--- config.mk ---
export PLATFORM = sky130hd
export DESIGN_NAME = frp_row_program
export DESIGN_NICKNAME = d
export VERILOG_FILES = /design/src/frp_pkg.sv /design/src/frp_param_fetch.sv /design/src/frp_row_program.sv
export SDC_FILE = /design/constraint.sdc
export NUM_CORES = 1
export LEC_CHECK = 0
export ABC_CLOCK_PERIOD_IN_PS = 2600
export BUFFER_PORTS_ARGS = -buffer_cell sky130_fd_sc_hd__buf_2
export CORE_UTILIZATION = 48
export DETAILED_ROUTE_END_ITERATION = 10
export MAX_ROUTING_LAYER = met4
export PLACE_DENSITY = 0.84
export SLEW_MARGIN = 20
export SYNTH_ARGS = -nofsm -noshare
export SYNTH_HDL_FRONTEND = slang
export SYNTH_SLANG_ARGS = --single-unit
--- constraint.sdc ---
create_clock -name core_clk_in -period 2.6 [get_ports core_clk_in]
set_input_delay 0.65 -clock core_clk_in [delete_from_list [all_inputs] [get_ports core_clk_in]]
set_output_delay 0.65 -clock core_clk_in [all_outputs]
set_load 0.05 [all_outputs]
--- src/frp_pkg.sv ---
// shared constants and types for the flash row program call sequencer
package frp_pkg;

    // register bus byte offsets
    localparam logic [7:0]  OFF_DATA_WORD   = 8'h00;  // ipc_call_data_word
    localparam logic [7:0]  OFF_CALL_STATE  = 8'h04;  // sequencer state, read only

    // parameter block word offsets from the parameter_block_pointer
    localparam logic [31:0] PB_OFF_WORD0    = 32'h0;
    localparam logic [31:0] PB_OFF_WORD1    = 32'h4;
    localparam logic [31:0] PB_OFF_TARGET   = 32'h8;
    localparam logic [31:0] PB_OFF_DATA0    = 32'hC;
    localparam logic [31:0] PB_WORD_STRIDE  = 32'h4;

    // field positions in the first parameter word
    localparam int          W0_OPCODE_LSB   = 24;
    localparam int          W0_BLANK_LSB    = 16;
    localparam int          W0_BLOCK_LSB    = 8;
    localparam int          W0_STALL_BIT    = 2;
    localparam int          W0_HV_BIT       = 1;
    // field positions in the second parameter word
    localparam int          W1_VERIFY_LSB   = 16;
    localparam int          W1_SOURCE_LSB   = 8;

    // field values
    localparam logic [7:0]  OPCODE_ROW_PROGRAM = 8'h06;
    localparam logic [7:0]  BLANK_SKIP         = 8'h01;
    localparam logic [7:0]  BLOCKING_ON        = 8'h01;
    localparam logic [7:0]  VERIFY_ON          = 8'h01;
    localparam logic [7:0]  SOURCE_SRAM        = 8'h01;

    // returned status word
    localparam logic [3:0]  STATUS_SUCCESS  = 4'hA;
    localparam logic [3:0]  STATUS_ERROR    = 4'hF;
    localparam logic [27:0] ERR_NONE        = 28'h0;
    localparam logic [27:0] ERR_BAD_OPCODE  = 28'h1;
    localparam logic [27:0] ERR_NOT_BLANK   = 28'h2;
    localparam logic [27:0] ERR_ROW_COMPARE = 28'h3;  // row_compare_fail_status

    // reset values
    localparam logic [31:0] DATA_WORD_RESET = 32'h0;

    // call sequencer states
    typedef enum logic [2:0] {
        FRP_IDLE,
        FRP_FETCH_HDR,
        FRP_BLANK,
        FRP_LOAD,
        FRP_PROG,
        FRP_WAIT,
        FRP_VERIFY,
        FRP_REPORT
    } frp_state_t;

endpackage

--- src/frp_param_fetch.sv ---
// single word wishbone read master that fetches parameter block words
`timescale 1ns/1ps
module frp_param_fetch
    import frp_pkg::*;
(
    input  wire logic        core_clk_in, // system clock
    input  wire logic        reset_n_in, // sync reset, active low
    input  wire logic        go_in, // pulse: start one read
    input  wire logic [31:0] addr_in, // byte address of the word
    output logic             done_out, // pulse: word arrived
    output logic [31:0]      data_out, // fetched word
    output logic             m_cyc_out, // master cycle
    output logic             m_stb_out, // master strobe
    output logic             m_we_out, // always read
    output logic [3:0]       m_sel_out, // all lanes
    output logic [31:0]      m_adr_out, // word address
    input  wire logic        m_ack_in, // ack
    input  wire logic [31:0] m_dat_in // read data
);

    logic        busy_q, busy_d; // request in flight
    logic [31:0] adr_q, adr_d; // held address
    logic        done_q, done_d; // registered completion
    logic [31:0] data_q, data_d; // registered read data

    // hold the request until ack, then drop it
    always_comb begin
        busy_d = busy_q;
        adr_d  = adr_q;
        done_d = 1'b0;
        data_d = data_q;
        if (busy_q) begin
            if (m_ack_in) begin
                busy_d = 1'b0;
                done_d = 1'b1;
                data_d = m_dat_in;
            end
        end else if (go_in && !done_q) begin
            // word aligned by construction
            busy_d = 1'b1;
            adr_d  = {addr_in[31:2], 2'b00};
        end
    end

    // registers
    always_ff @(posedge core_clk_in) begin
        if (!reset_n_in) begin
            busy_q <= 1'b0;
            adr_q  <= 32'h0;
            done_q <= 1'b0;
            data_q <= 32'h0;
        end else begin
            busy_q <= busy_d;
            adr_q  <= adr_d;
            done_q <= done_d;
            data_q <= data_d;
        end
    end

    assign m_cyc_out = busy_q;
    assign m_stb_out = busy_q;
    assign m_we_out  = 1'b0;
    assign m_sel_out = 4'hF;
    assign m_adr_out = adr_q;
    assign done_out  = done_q;
    assign data_out  = data_q;

endmodule

--- src/frp_row_program.sv ---
// flash row program call sequencer with wishbone register slave
// What this block does
// caller erases target row first
// phase one arms, call stays owned
// owned call refuses further calls
// done event runs phase two, release
// verify mismatch gives row compare fail
// parameters in, status out, one word
// data word holds aligned block pointer
// word zero top byte is opcode
// blank check skipped only for one
// blocking one holds the boot core
// bit two stalls all reads
// bit one selects hardware voltage pulses
// word one field one enables verify
// source: zero latch, one block
// word two holds target byte address
// data words from offset twelve
// software manages core supply
// no reset or sleep mid program
// status nibble A pass, F error
// ascending fetch, low byte ignored
//
// Local design decisions: register access over Wishbone and the address map.
`timescale 1ns/1ps
module frp_row_program
    import frp_pkg::*;
#(
    parameter int              ROW_WORDS   = 16, // words per flash row
    parameter int              DATA_W      = 32, // data bits per word
    parameter logic [31:0]     ERASED_WORD = 32'h0 // erased flash content
)(
    input  wire logic              core_clk_in, // system clock
    input  wire logic              reset_n_in, // sync reset, active low
    // register slave
    input  wire logic              wb_cyc_in, // bus cycle
    input  wire logic              wb_stb_in, // bus strobe
    input  wire logic              wb_we_in, // write enable
    input  wire logic [7:0]        wb_adr_in, // byte address
    input  wire logic [3:0]        wb_sel_in, // byte lanes
    input  wire logic [31:0]       wb_dat_in, // write data
    output logic [31:0]            wb_dat_out, // read data
    output logic                   wb_ack_out, // acknowledge
    // parameter block master
    output logic                   m_cyc_out, // cycle
    output logic                   m_stb_out, // strobe
    output logic                   m_we_out, // always low
    output logic [3:0]             m_sel_out, // byte lanes
    output logic [31:0]            m_adr_out, // address
    input  wire logic              m_ack_in, // acknowledge
    input  wire logic [31:0]       m_dat_in, // read data
    // flash macro
    output logic [31:0]            flash_target_out, // target byte address
    output logic [$clog2(ROW_WORDS)-1:0] row_word_idx_out, // word index for reads
    output logic                   flash_rd_req_out, // row word read request
    input  wire logic              flash_rd_ack_in, // read data valid
    input  wire logic [31:0]       flash_rd_data_in, // flash row word
    input  wire logic [DATA_W-1:0] latch_rd_data_in, // row latch word at index
    output logic                   latch_we_out, // row latch write pulse
    output logic [$clog2(ROW_WORDS)-1:0] latch_idx_out, // row latch write index
    output logic [DATA_W-1:0]      latch_data_out, // row latch write data
    output logic                   prog_start_out, // pulse: start programming
    input  wire logic              flash_done_in, // programming done event
    output logic                   hw_hv_ctrl_out, // hardware voltage pulses
    output logic                   read_stall_all_out, // stall every flash read
    output logic                   boot_core_hold_out, // hold the boot core
    output logic                   call_owned_out // ipc structure held
);

    localparam int IDX_W = $clog2(ROW_WORDS);
    localparam logic [IDX_W-1:0] LAST_IDX = IDX_W'(ROW_WORDS - 1);

    // refuse shapes the logic cannot serve
    if (ROW_WORDS < 2 || DATA_W < 1 || DATA_W > 32) begin : g_bad_params
        $error("unsupported ROW_WORDS or DATA_W");
    end

    // sequencer state
    frp_state_t        state_q, state_d;
    logic [31:0]       data_word_q, data_word_d; // ipc_call_data_word
    logic              owned_q, owned_d; // ipc structure held
    logic [1:0]        hdr_idx_q, hdr_idx_d; // header word being fetched
    logic [31:0]       w0_q, w0_d; // first parameter word
    logic [31:0]       w1_q, w1_d; // second parameter word
    logic [31:0]       target_q, target_d; // flash target address
    logic [IDX_W-1:0]  idx_q, idx_d; // row word index
    logic              fail_q, fail_d; // call failed
    logic [27:0]       err_q, err_d; // error code
    logic              fwait_q, fwait_d; // fetch in flight
    logic              lwe_q, lwe_d; // latch write pulse
    logic [IDX_W-1:0]  lidx_q, lidx_d; // latch write index
    logic [DATA_W-1:0] ldat_q, ldat_d; // latch write data
    logic              prog_q, prog_d; // program start pulse

    // bus state
    logic              ack_q, ack_d; // registered ack
    logic [31:0]       rdat_q, rdat_d; // registered read data

    // fetcher handshake
    logic              fetch_go; // start a word read
    logic [31:0]       fetch_addr; // byte address of the word
    logic              fetch_done; // word arrived
    logic [31:0]       fetch_data; // fetched word

    // bus decode results
    logic              bus_accept; // request taken this cycle
    logic              bus_wr_word; // write to the data word
    logic [31:0]       bus_merged; // data word after byte lanes
    logic [31:0]       call_state; // read view of the sequencer

    // decoded parameter fields
    logic              blank_skip;
    logic              src_sram;
    logic              verify_on;
    logic              blocking;
    logic [7:0]        opcode_new;

    assign blank_skip = (w0_q[W0_BLANK_LSB +: 8] == BLANK_SKIP);
    assign blocking   = (w0_q[W0_BLOCK_LSB +: 8] == BLOCKING_ON);
    assign verify_on  = (w1_q[W1_VERIFY_LSB +: 8] == VERIFY_ON);
    assign src_sram   = (w1_q[W1_SOURCE_LSB +: 8] == SOURCE_SRAM);
    assign opcode_new = fetch_data[W0_OPCODE_LSB +: 8];

    // bus slave: decode, byte lanes and read mux
    always_comb begin
        bus_accept  = wb_cyc_in && wb_stb_in && !ack_q;
        bus_wr_word = bus_accept && wb_we_in && (wb_adr_in == OFF_DATA_WORD);
        bus_merged  = data_word_q;
        for (int b = 0; b < 4; b++) begin
            if (wb_sel_in[b]) begin
                bus_merged[8*b +: 8] = wb_dat_in[8*b +: 8];
            end
        end
        call_state = {26'h0, state_q, blocking && owned_q, fail_q, owned_q};
        ack_d  = bus_accept;
        rdat_d = rdat_q;
        if (bus_accept && !wb_we_in) begin
            if (wb_adr_in == OFF_DATA_WORD) begin
                rdat_d = data_word_q;
            end else if (wb_adr_in == OFF_CALL_STATE) begin
                rdat_d = call_state;
            end else begin
                // unmapped: acked, reads zero
                rdat_d = 32'h0;
            end
        end
    end

    // bus registers
    always_ff @(posedge core_clk_in) begin
        if (!reset_n_in) begin
            ack_q  <= 1'b0;
            rdat_q <= 32'h0;
        end else begin
            ack_q  <= ack_d;
            rdat_q <= rdat_d;
        end
    end

    // sequencer next values
    always_comb begin
        state_d     = state_q;
        data_word_d = data_word_q;
        owned_d     = owned_q;
        hdr_idx_d   = hdr_idx_q;
        w0_d        = w0_q;
        w1_d        = w1_q;
        target_d    = target_q;
        idx_d       = idx_q;
        fail_d      = fail_q;
        err_d       = err_q;
        lwe_d       = 1'b0;
        lidx_d      = lidx_q;
        ldat_d      = ldat_q;
        prog_d      = 1'b0;
        fetch_go    = 1'b0;
        fetch_addr  = 32'h0;
        case (state_q)
            FRP_IDLE: begin
                // only idle takes a call; owned writes are ignored
                if (bus_wr_word && !owned_q) begin
                    data_word_d = bus_merged;
                    owned_d     = 1'b1;
                    hdr_idx_d   = 2'd0;
                    w0_d        = 32'h0;
                    w1_d        = 32'h0;
                    fail_d      = 1'b0;
                    err_d       = ERR_NONE;
                    state_d     = FRP_FETCH_HDR;
                end
            end
            FRP_FETCH_HDR: begin
                // header words at ascending offsets 0, 4, 8
                fetch_go   = !fwait_q;
                fetch_addr = data_word_q + PB_OFF_WORD0 + {28'h0, hdr_idx_q, 2'b00};
                if (fetch_done) begin
                    hdr_idx_d = hdr_idx_q + 2'd1;
                    if (hdr_idx_q == 2'd0) begin
                        w0_d = fetch_data;
                        if (opcode_new != OPCODE_ROW_PROGRAM) begin
                            fail_d  = 1'b1;
                            err_d   = ERR_BAD_OPCODE;
                            state_d = FRP_REPORT;
                        end
                    end else if (hdr_idx_q == 2'd1) begin
                        // low byte is unused and dropped
                        w1_d = {fetch_data[31:8], 8'h00};
                    end else begin
                        target_d = fetch_data;
                        idx_d    = '0;
                        if (!blank_skip) begin
                            state_d = FRP_BLANK;
                        end else if (src_sram) begin
                            state_d = FRP_LOAD;
                        end else begin
                            state_d = FRP_PROG;
                        end
                    end
                end
            end
            FRP_BLANK: begin
                // each row word must read erased
                if (flash_rd_ack_in) begin
                    if (flash_rd_data_in != ERASED_WORD) begin
                        fail_d  = 1'b1;
                        err_d   = ERR_NOT_BLANK;
                        state_d = FRP_REPORT;
                    end else if (idx_q == LAST_IDX) begin
                        idx_d   = '0;
                        state_d = src_sram ? FRP_LOAD : FRP_PROG;
                    end else begin
                        idx_d = idx_q + 1'b1;
                    end
                end
            end
            FRP_LOAD: begin
                // data word n sits at offset 12 + 4n
                fetch_go   = !fwait_q;
                fetch_addr = data_word_q + PB_OFF_DATA0
                           + (32'(idx_q) * PB_WORD_STRIDE);
                if (fetch_done) begin
                    lwe_d  = 1'b1;
                    lidx_d = idx_q;
                    ldat_d = fetch_data[DATA_W-1:0];
                    if (idx_q == LAST_IDX) begin
                        idx_d   = '0;
                        state_d = FRP_PROG;
                    end else begin
                        idx_d = idx_q + 1'b1;
                    end
                end
            end
            FRP_PROG: begin
                // phase one: start, hand back unless blocking, stay owned
                prog_d  = 1'b1;
                state_d = FRP_WAIT;
                if (!blocking) begin
                    data_word_d = {STATUS_SUCCESS, ERR_NONE};
                end
            end
            FRP_WAIT: begin
                // done event starts phase two
                if (flash_done_in) begin
                    idx_d   = '0;
                    state_d = verify_on ? FRP_VERIFY : FRP_REPORT;
                end
            end
            FRP_VERIFY: begin
                // row against latch, per word
                if (flash_rd_ack_in) begin
                    if (flash_rd_data_in[DATA_W-1:0] != latch_rd_data_in) begin
                        fail_d  = 1'b1;
                        err_d   = ERR_ROW_COMPARE;
                        state_d = FRP_REPORT;
                    end else if (idx_q == LAST_IDX) begin
                        state_d = FRP_REPORT;
                    end else begin
                        idx_d = idx_q + 1'b1;
                    end
                end
            end
            FRP_REPORT: begin
                // final status, then release
                data_word_d = fail_q ? {STATUS_ERROR, err_q}
                                     : {STATUS_SUCCESS, ERR_NONE};
                owned_d     = 1'b0;
                state_d     = FRP_IDLE;
            end
            default: begin
                state_d = FRP_IDLE;
            end
        endcase
        // fetch in flight from go until done
        if (fetch_go) begin
            fwait_d = 1'b1;
        end else if (fetch_done) begin
            fwait_d = 1'b0;
        end else begin
            fwait_d = fwait_q;
        end
    end

    // sequencer registers
    always_ff @(posedge core_clk_in) begin
        if (!reset_n_in) begin
            state_q     <= FRP_IDLE;
            data_word_q <= DATA_WORD_RESET;
            owned_q     <= 1'b0;
            hdr_idx_q   <= 2'd0;
            w0_q        <= 32'h0;
            w1_q        <= 32'h0;
            target_q    <= 32'h0;
            idx_q       <= '0;
            fail_q      <= 1'b0;
            err_q       <= ERR_NONE;
            fwait_q     <= 1'b0;
            lwe_q       <= 1'b0;
            lidx_q      <= '0;
            ldat_q      <= '0;
            prog_q      <= 1'b0;
        end else begin
            state_q     <= state_d;
            data_word_q <= data_word_d;
            owned_q     <= owned_d;
            hdr_idx_q   <= hdr_idx_d;
            w0_q        <= w0_d;
            w1_q        <= w1_d;
            target_q    <= target_d;
            idx_q       <= idx_d;
            fail_q      <= fail_d;
            err_q       <= err_d;
            fwait_q     <= fwait_d;
            lwe_q       <= lwe_d;
            lidx_q      <= lidx_d;
            ldat_q      <= ldat_d;
            prog_q      <= prog_d;
        end
    end

    // parameter block reader
    frp_param_fetch u_fetch (
        .core_clk_in (core_clk_in),
        .reset_n_in  (reset_n_in),
        .go_in       (fetch_go),
        .addr_in     (fetch_addr),
        .done_out    (fetch_done),
        .data_out    (fetch_data),
        .m_cyc_out   (m_cyc_out),
        .m_stb_out   (m_stb_out),
        .m_we_out    (m_we_out),
        .m_sel_out   (m_sel_out),
        .m_adr_out   (m_adr_out),
        .m_ack_in    (m_ack_in),
        .m_dat_in    (m_dat_in)
    );

    // outputs
    assign wb_dat_out         = rdat_q;
    assign wb_ack_out         = ack_q;
    assign flash_target_out   = target_q;
    assign row_word_idx_out   = idx_q;
    assign flash_rd_req_out   = (state_q == FRP_BLANK) || (state_q == FRP_VERIFY);
    assign latch_we_out       = lwe_q;
    assign latch_idx_out      = lidx_q;
    assign latch_data_out     = ldat_q;
    assign prog_start_out     = prog_q;
    assign hw_hv_ctrl_out     = owned_q && w0_q[W0_HV_BIT];
    assign read_stall_all_out = owned_q && w0_q[W0_STALL_BIT]
                              && (state_q == FRP_WAIT);
    assign boot_core_hold_out = owned_q && blocking;
    assign call_owned_out     = owned_q;

endmodule

### Yosys cells after proc, flatten, opt, wreduce, memory -nomap -nowiden

Cells that the tools add are included.

* bits in registers: 287
* output and inout port bits: 151
* input bits: 148
* logic and storage cells: 200

* add/subtract/negate cells: 5
* bitwise gates (word level): 3
* equality and inequality tests: 42
* reductions and logical operators: 45
* multiplexer cells: 81

Operator list (count)
* $mux W28: 8
* $mux W24: 6
* $pmux W28 S4: 1
* $mux W32: 3
* $pmux W24 S2: 2
* $pmux W32 S3: 1
* $pmux W32 S2: 1
* $mux W3: 16
* $mux W4: 11
* $ne A2 B2 Y1 const B: 20
* $add A32 B4 Y32: 1
* $add A32 B4 Y32 const B: 1
* $add A32 B6 Y32: 1
* $eq A8 B1 Y1 const B: 4
* $mux W8: 4
* $ne A32 B32 Y1: 1
* $reduce_bool A32 Y1: 1
* $mux W31: 1
* $pmux W3 S8: 1
* $reduce_and A4 Y1: 6
* $reduce_and A11 Y1: 2
* $pmux W4 S5: 1
* $mux W1: 19
* $eq A3 B3 Y1 const B: 4
* other kinds (31): 60

### Longest topological paths before layout

Gate-level depths: netlist of the first run.

* word-level depth: 7
* depth in mapped cells: 12
* depth with buffers taken out: 12

### By module

A second synthesis of the first run with hierarchy kept.

* cell total of the unflattened synthesis: 1443
* area total of the unflattened synthesis: 12136.6 um^2

Modules (own cells, without submodules)
* frp_row_program: area an instance 9400.3 um^2, times used 1, cells an instance 1152
* frp_param_fetch: area an instance 2736.4 um^2, times used 1, cells an instance 291

### Worst setup path before layout of the first run

No wires, ideal clock.

* path type: register -> register
* from: reg idx_q[1] (netlist: row_word_idx_out[1])
* to: reg u_fetch.adr_q[23] (netlist: u_fetch.m_adr_out[23])
* arrival: 2.731 ns
* data required time: 2.468 ns
* cell stages (with the launch flop): 13
* setup slack: -0.264 ns
* period minus slack after synthesis: 2.864 ns
* cell sequence: dfxtp_1 -> inv_1 -> ha_1 -> inv_1 -> ha_1 -> fa_1 -> a21o_1 -> a21oi_1 -> o32a_1 -> nand2b_1 -> nor3_1 -> a21oi_1 -> a21oi_1

* word-level cells in the longest chain between the ends: 2

Ends and longest elaborated chain
* start: declaration: line frp_row_program.sv:86 `logic [IDX_W-1:0] idx_q, idx_d;`
* start signal: assignment: line frp_row_program.sv:329 `idx_q <= idx_d;`
* $add A32 B6 Y32: line frp_row_program.sv:240 `+ (32'(idx_q) * PB_WORD_STRIDE);`
* $pmux W32 S2: line frp_row_program.sv:178 `case (state_q)`
* end signal: assignment: line frp_param_fetch.sv:54 `adr_q <= adr_d;`
* end: declaration: line frp_param_fetch.sv:22 `logic [31:0] adr_q, adr_d;`

Every way passes these cells.
A chain may end at the register's enable or synchronous reset.

### Worst setup path in the final report of the first run

* from: reg data_word_q[3]
* to: reg u_fetch.adr_q[27] (netlist: u_fetch.m_adr_out[27])

* word-level cells in the longest chain between the ends: 3
* elaborated cells between the ends (all ways): 4
* classes of those cells: 3 x add/sub; 1 x mux

Ends and longest elaborated chain
* start: declaration: line frp_row_program.sv:80 `logic [31:0] data_word_q, data_word_d;`
* start signal: assignment: line frp_row_program.sv:323 `data_word_q <= data_word_d;`
* $add A32 B4 Y32: line frp_row_program.sv:239 `fetch_addr = data_word_q + PB_OFF_DATA0`
* $add A32 B6 Y32: line frp_row_program.sv:240
* $pmux W32 S2 *: line frp_row_program.sv:178

Mark *: on every way between the ends. The rest lies on a longest branch, timed or not.

==> flow_summary.rst, run 1 <==
.. list-table::
   :header-rows: 1

   * - Metric
     - Value
   * - Synthesized area
     - 0.0110 mm2
   * - Average detailed-routed wire length per instance
     - 17.4 um
   * - Post-CTS clock slew at the launch and capture registers of the worst setup and hold paths
     - 0.07 ns
   * - Tot GR Track Use
     - 29.7%
   * - Number of CTS-inserted buffers
     - 25
   * - Max Cap Violations
     - 0
   * - Portion of the post-synthesis area used by sequential elements
     - 45.0%
   * - Post-place instance area
     - 0.0131 mm2
   * - Post-synthesis sequential element count
     - 247
   * - Final Routed Wirelength
     - 34,400 um
   * - Final instance area
     - 0.0142 mm2
   * - DRC violation total after the first TritonRoute iteration
     - 818
   * - Post-synth top flop
     - dfxtp_1
   * - Path type of the worst setup path
     - reg2reg
   * - Final hold violation count
     - 0
   * - CP Data Arrival Time
     - 3.01 ns
   * - Synthesized area per cell
     - 7.98 um2
   * - Largest clock skew in the final design
     - 0.00883 ns
   * - Worst hold slack
     - 0.354 ns
   * - Maximum number of pins on one net before global-route repair
     - 95
   * - Sinks on Clock Net
     - 247
   * - Residual DRC
     - 0
   * - Chip width
     - 153 um
   * - Category of cells accounting for the largest share of critical-path delay
     - adder cells
   * - Fin crit share
     - 97.7%
   * - Type of the worst min-delay path
     - in2reg
   * - Xor-xnor portion of the synthesized cell area
     - 3.19%
   * - Quantity of I/O buffers inserted on ports
     - 291
   * - Ports
     - 299
   * - Data required time of the critical path
     - 3.07 ns
   * - RePlAce Congestion
     - 0.952
   * - Starting density of the core
     - 49.6%
   * - Pwr/cell area
     - 668 mW/mm2
   * - Placed instance count
     - 1,934
   * - Post-layout worst setup margin
     - 0.0591 ns
   * - Most used standard cell by instance count after synthesis
     - nand2_1
   * - Area of the core region
     - 0.0222 mm2
   * - Layout Cells excl Fill
     - 1,982
   * - Share of cells above drive strength 1
     - 27.7%
   * - Grt total ovfl
     - 0
   * - Wire length of the first global-routing pass
     - 55,500 um
   * - Count of filler cells inserted in the layout
     - 1,855
   * - Post-synthesis adder-cell area fraction
     - 2.41%
   * - Transition time at the pin with the least slew margin
     - 0.512 ns
   * - Die Area
     - 0.0235 mm2
   * - Cell chosen for the clock root
     - clkbuf_16
   * - Count of endpoints failing setup in the final report
     - 0
   * - Y dimension of the die
     - 153 um
   * - CTS max path bufs
     - 3
   * - Cell-by-cell trace of the critical path
     - inv_1 -> ha_1 -> inv_1 -> ha_4 -> fa_2 -> a21o_1 -> a21oi_1 -> buf_4 -> or3_4 -> buf_4 -> o22ai_1 -> nand4b_1 -> a21oi_1
   * - Overall power consumption
     - 9.45 mW
   * - Critical-path cell with the highest stage delay
     - or3_4
   * - Placement-stage worst setup slack
     - -0.132 ns
   * - Number of buffers and inverters on the critical path
     - 4
   * - Final HPWL from detailed placement
     - 24,600 um
   * - Post-DRT Antenna Nets
     - 0
   * - Maximum fanout count along the critical path
     - 5
   * - Net count reported at finish
     - 1,850
   * - Cell Rows
     - 54
   * - Reported leakage power
     - 5.80 nW
   * - Number of antenna violations at the first check in global routing
     - 1
   * - Final max-slew violation count
     - 0
   * - Slack of the worst reg-to-reg path
     - 0.06 ns
   * - Ys async rst share
     - 0%
   * - Peak clock frequency supported by timing
     - 0.394 GHz
   * - Synthesis Warnings
     - 0
   * - Slew HR
     - 65.6%
   * - Fraction of synthesized cell area taken by the top area cell type
     - 45.0%
   * - Min cycle time layout
     - 2.54 ns
   * - Peak per-stage delay on the critical path
     - 0.35 ns
   * - Total number of H-tree levels
     - 1
   * - VDD IR max
     - 0.570 mV
   * - Vias per inst
     - 5.73
   * - Mux contribution to synthesized area
     - 0.604%
   * - First drt pass iteration count
     - 7
   * - EDFF count, synth
     - 0
   * - Setup repair after global routing missed its margin
     - true
   * - Clock latency reported for the late side of the worst-skew pair
     - 0.53 ns
   * - Post-synthesis cell type count
     - 74
   * - Share of the synthesized area in compound gates (AO/OA/AOI/OAI)
     - 21.0%
   * - Synthesis-to-layout area growth
     - 28.9%
   * - Largest cells by area after synthesis
     - dfxtp_1 (45%), nand2_1 (8.6%), a21oi_1 (7.5%)
   * - Run status
     - finished clean
   * - Main combinational cell family by area after synthesis
     - simple AND/OR/NAND/NOR gates
   * - Overall via count from detail_route
     - 11,400
   * - Hold buffer count at CTS
     - 0
   * - TritonCTS clock tree
     - done
   * - Post-Synth Simple-Gate Area
     - 22.8%
   * - Kind of start point of the critical path
     - flop
   * - Ranking of synthesized cells by instance count
     - nand2_1 (253), dfxtp_1 (247), a21oi_1 (165)
   * - Via count of the first global-routing pass
     - 10,900
   * - Most area-hungry cell type in the Yosys netlist
     - dfxtp_1
   * - Mapped Cells
     - 1,376
   * - Kind of end point of the critical path
     - flop
cell type report:
| class | count | area [um2] | area share [%] |
|---|---|---|---|
| clock inverters | 15 | 223 | 1.57 |
| diodes | 1 | 2.50 | 0.0177 |
| multi-input cells | 1009 | 5640 | 39.8 |
| clock buffers | 31 | 698 | 4.93 |
| repair buffers | 377 | 2190 | 15.5 |
| flip-flops and latches | 247 | 4960 | 35.0 |
| well taps | 280 | 350 | 2.47 |
| inverters | 22 | 87.6 | 0.619 |
through the flow:
step                      utilization (%)  setup TNS [ns]
after floorplan                         -               0
after global placement               59.2          -0.192
after detailed placement             59.2           -2.27
after CTS                            63.4               0
after global routing                 63.9          -0.133
final                                63.9               0
worst paths after layout:
kind	depth (start not counted)	from	end
min	3	m_dat_in[15]	u_fetch.data_out[15]$_SDFFE_PN0P_
max	13	data_word_q[3]$_SDFFE_PN0P_	u_fetch.m_adr_out[27]$_SDFFE_PN0P_
max reg2reg	13	data_word_q[3]$_SDFFE_PN0P_	u_fetch.m_adr_out[27]$_SDFFE_PN0P_
min reg2reg	2	latch_data_out[23]$_SDFFE_PN0P_	latch_data_out[23]$_SDFFE_PN0P_
tightest hold or removal path: cells and delay by family:
| family | cells | cell delay (ns) |
|---|---|---|
| simple gates | 1 | 0.05 |
| compound gates | 1 | 0.05 |
| buf+inv | 1 | 0.10 |
kinds of logic (layout without fill, tap and decap cells):
kind of cell	Yosys count	in the layout
AO/OA/AOI/OAI	383	383
XOR/XNOR	40	40
adder cells (fa/ha/maj)	20	20
buffers and inverters	125	445
flip-flops	247	247
multiplexers	6	6
other	2	8
AND/OR/NAND/NOR	553	553
routing by layer:
metal	vias up	global-route usage (%)	share of wire, %
met2	487	49.8	48
met3	80	4.68	7.5
met1	5336	36.8	42
met4	0	8.47	2.7
met5	-	-	0
li1	5450	-	-
cells in the final DEF, fill, tap and decap left out, types with 4 or more instances in the layout:
cell type,count
nand3_1,53
o21ai_0,71
bufinv_16,4
nor2_2,4
nor4_1,19
a21oi_1,164
and3_1,13
clkinvlp_4,4
nor2_1,119
inv_6,4
dfxtp_1,241
a22oi_1,71
inv_1,19
buf_4,80
buf_2,289
a221oi_1,4
clkbuf_8,5
o22ai_1,7
conb_1,7
clkbuf_16,25
nor3_1,27
xor2_1,36
mux2_2,5
buf_12,7
nand4_1,9
xnor2_1,4
o211ai_1,6
nand2b_1,4
ha_1,16
nand2_1,252
a31oi_1,9
and4_1,4
o31ai_1,4
a211oi_1,8
or3_1,6
and2_1,6
repair_timing:
item                       in CTS  in global routing
setup endpoints to repair       4                 24
cloned                          0                  0
resized for setup               2                 23
pin swaps                       0                  6
buffers inserted                0                  1
report_power, final:
part | switching (mW) | internal (mW) | leakage (nW) | total, mW
Sequential | 0.114 | 3.91 | 1.99 | 4.03
Clock | 1.60 | 2.35 | 0.438 | 3.95
Combinational | 0.990 | 0.489 | 3.37 | 1.48
sequential cells by signal (all words and copies together) (netlist names), 3 cells and up:
register / cells
state_q: 3
w1_q: 16
u_fetch.data_out: 32
flash_target_out: 32
latch_data_out: 32
w0_q: 18
row_word_idx_out: 4
latch_idx_out: 4
wb_dat_out: 32
data_word_q: 32
u_fetch.m_adr_out: 30
Note: power is estimated with default switching activity, not from simulation.
==> run 2: changes to the inputs <==
--- a/config.mk
+++ b/config.mk
@@ -5,7 +5,7 @@
 export SDC_FILE = /design/constraint.sdc
 export NUM_CORES = 1
 export LEC_CHECK = 0
-export ABC_CLOCK_PERIOD_IN_PS = 2600
+export ABC_CLOCK_PERIOD_IN_PS = 2300
 export BUFFER_PORTS_ARGS = -buffer_cell sky130_fd_sc_hd__buf_2
 export CORE_UTILIZATION = 48
 export DETAILED_ROUTE_END_ITERATION = 10
==> constraint.sdc (replaced) <==
create_clock -name core_clk_in -period 2.3 [get_ports core_clk_in]
set_input_delay 0.575 -clock core_clk_in [delete_from_list [all_inputs] [get_ports core_clk_in]]
set_output_delay 0.575 -clock core_clk_in [all_outputs]
set_load 0.05 [all_outputs]
==> run 2 against run 1 <==
  * The run now ends with setup timing left
  * Clock skew rose by 0.013 ns
  * Clock-buffer cell count increased by 7
  * Global-route usage up 0.86 points
  * Critical path type is now reg2out
  * Largest cell class unchanged
==> flow_summary.rst, run 2 (same netlist as run 1, synthesis figures left out) <==
.. list-table::
   :header-rows: 1

   * - Metric
     - Value
   * - Post-layout worst setup margin
     - -0.122 ns (-0.181 ns)
   * - Slew HR
     - 64.3% (-1.2 points)
   * - Hold path endpoint
     - u_fetch.data_out[23]$_SDFFE_PN0P_
   * - Peak clock frequency supported by timing
     - 0.413 GHz
   * - Die Area
     - 0.0235 mm2 (unchanged)
   * - Kind of end point of the critical path
     - primary output
   * - Path type of the worst setup path
     - reg2out
   * - Average detailed-routed wire length per instance
     - 17.9 um (+3.3%)
   * - DRC violation total after the first TritonRoute iteration
     - 936 (+14%)
   * - Cell count of the worst reg-to-reg path
     - 12 (-1)
   * - Wire length of the first global-routing pass
     - 57,000 um (+2.6%)
   * - Final HPWL from detailed placement
     - 25,000 um (+1.6%)
   * - Origin of the worst min-delay path
     - m_dat_in[23]
   * - Run status
     - finished with violations
   * - Violations in the final reports
     - setup timing
   * - Y dimension of the die
     - 153 um (unchanged)
   * - Maximum number of pins on one net before global-route repair
     - 82 (-14%)
   * - Final max-slew violation count
     - 0 (unchanged)
   * - Pwr/cell area
     - 732 mW/mm2 (+9.7%)
   * - Min cycle time layout
     - 2.42 ns
   * - Largest clock skew in the final design
     - 0.0215 ns (+0.0126 ns)
   * - Kind of start point of the critical path
     - flop
   * - Quantity of I/O buffers inserted on ports
     - 291 (unchanged)
   * - CTS max path bufs
     - 3 (unchanged)
   * - Tot GR Track Use
     - 30.5% (+0.86 points)
   * - Sum of negative setup slack
     - -0.542 ns (-0.542 ns)
   * - Layout Cells excl Fill
     - 2,016 (+1.7%)
   * - Area of the core region
     - 0.0222 mm2 (unchanged)
   * - Starting density of the core
     - 49.6% (unchanged)
   * - Vias per inst
     - 5.81 (+1.4%)
   * - Chip width
     - 153 um (unchanged)
   * - Ports
     - 299 (unchanged)
   * - Hold buffer count at CTS
     - 0 (unchanged)
   * - Post-CTS clock slew at the launch and capture registers of the worst setup and hold paths
     - 0.07 ns (about the same)
   * - Via count of the first global-routing pass
     - 10,900 (+0.65%)
   * - Overall via count from detail_route
     - 11,700 (+3.1%)
   * - Total number of H-tree levels
     - 1 (unchanged)
   * - RePlAce Congestion
     - 0.906 (-4.8%)
   * - Net count reported at finish
     - 1,883 (+1.8%)
   * - Synthesis-to-layout area growth
     - 34.0%
   * - Grt total ovfl
     - 0 (unchanged)
   * - Type of the worst min-delay path
     - in2reg
   * - R2R Path Start
     - data_word_q[3]$_SDFFE_PN0P_
   * - Cell Rows
     - 54 (unchanged)
   * - Capturing point of the worst reg2reg path
     - u_fetch.m_adr_out[19]$_SDFFE_PN0P_
   * - Final Routed Wirelength
     - 36,100 um (+5.1%)
   * - Share of cells above drive strength 1
     - 31.0% (+3.3 points)
   * - First drt pass iteration count
     - 6 (-1)
   * - Maximum fanout count along the critical path
     - 2 (-3)
   * - Cell chosen for the clock root
     - clkbuf_16
   * - Number of antenna violations at the first check in global routing
     - 1 (unchanged)
   * - Clock latency reported for the late side of the worst-skew pair
     - 0.55 ns (+0.02 ns)
   * - VDD IR max
     - 0.718 mV (+26%)
   * - Final hold violation count
     - 0 (unchanged)
   * - Most common library cell in the layout ignoring fill and taps
     - buf_2
   * - Residual DRC
     - 0 (unchanged)
   * - Fin crit share
     - 105%
   * - CP Data Arrival Time
     - 1.85 ns (-1.16 ns)
   * - Transition time at the pin with the least slew margin
     - 0.531 ns (+0.0183 ns)
   * - Data required time of the critical path
     - 1.73 ns (-1.34 ns)
   * - Highest-count cells in the layout ignoring fill and taps
     - buf_2 (288), nand2_1 (253), dfxtp_1 (236)
   * - Setup repair after global routing missed its margin
     - true
   * - Max Cap Violations
     - 0 (unchanged)
   * - TritonCTS clock tree
     - done
   * - Worst hold path stage count
     - 3 (unchanged)
   * - Reported leakage power
     - 6.04 nW (+4.0%)
   * - Worst hold slack
     - 0.262 ns (-0.0918 ns)
   * - Slack of the worst reg-to-reg path
     - -0.11 ns (-0.17 ns)
   * - Count of endpoints failing setup in the final report
     - 9 (+9)
   * - Sinks on Clock Net
     - 247 (unchanged)
   * - Number of CTS-inserted buffers
     - 26 (+4.0%)
   * - Placed instance count
     - 1,960 (+1.3%)
   * - Post-DRT Antenna Nets
     - 0 (unchanged)
-- run 2: cell type report --
type                    instances  area (um2)
fillers                      1722        7440
multi-input cells            1009        5830
flip-flops and latches        247        4970
repair buffers                409        2560
clock buffers                  38         767
well taps                     280         350
clock inverters                10         156
inverters                      22        90.1
diodes                          1        2.50
-- run 2: worst max path at each step --
stage                                         end                              from  slack, ns
2_1_floorplan  u_fetch.m_adr_out[23]$_SDFFE_PN0P_  row_word_idx_out[1]$_SDFFE_PN0P_      -0.13
3_3_place_gp     row_word_idx_out[3]$_SDFFE_PN0P_              flash_rd_data_in[31]      -0.31
3_5_place_dp     row_word_idx_out[3]$_SDFFE_PN0P_              flash_rd_data_in[25]      -0.33
4_1_cts        u_fetch.m_adr_out[19]$_SDFFE_PN0P_       data_word_q[3]$_SDFFE_PN0P_      -0.09
5_1_grt         u_fetch.m_adr_out[9]$_SDFFE_PN0P_       data_word_q[3]$_SDFFE_PN0P_      -0.18
6_report                       boot_core_hold_out             w0_q[15]$_SDFFE_PN0P_      -0.12
-- run 2: what timing repair did --
| item | 4_1_cts | 5_1_grt |
|---|---|---|
| gates resized for setup | 29 | 27 |
| setup buffers | 6 | 2 |
| gates cloned | 0 | 0 |
| endpoints found under the setup margin | 23 | 36 |
| pin swaps | 13 | 17 |
| hold endpoints to repair | 0 | 0 |
-- run 2: layer usage --
layer | wire (um) | GRT usage, % | vias to the layer above
li1 | - | - | 5517
met1 | 15200 | 38.8 | 5508
met2 | 16900 | 49.2 | 591
met3 | 3090 | 5.59 | 93
met4 | 980 | 9.28 | 0
met5 | 0 | - | -
-- run 2: worst max-delay path: stages, from the launching register on --
cell     delay, ns
dfxtp_2       0.34
nor4_4        0.32
and4b_2       0.33
and2_4        0.18
buf_8         0.14
-- run 2: power breakdown --
group          internal [mW]  total (mW)  leakage [nW]  switching (mW)
clock network           2.67        4.46         0.445            1.79
logic                  0.610        1.78          3.60            1.17
registers               4.42        4.54          2.00           0.120
total                   7.70        10.8          6.04            3.08
-- run 2: per-stage QoR --
stage / setup slack [ns] / utilization (%) / power (mW) / area [um2]
after CTS: -0.0932 / 66.0 / 10.8 / 14600
after global placement: -0.307 / 61.1 / 6.30 / 13500
after global routing: -0.183 / 66.4 / 11.1 / 14700
after detailed placement: -0.334 / 61.1 / 6.33 / 13500
after floorplan: -0.130 / - / 5.70 / 11100
final: -0.122 / 66.4 / 10.8 / 14700
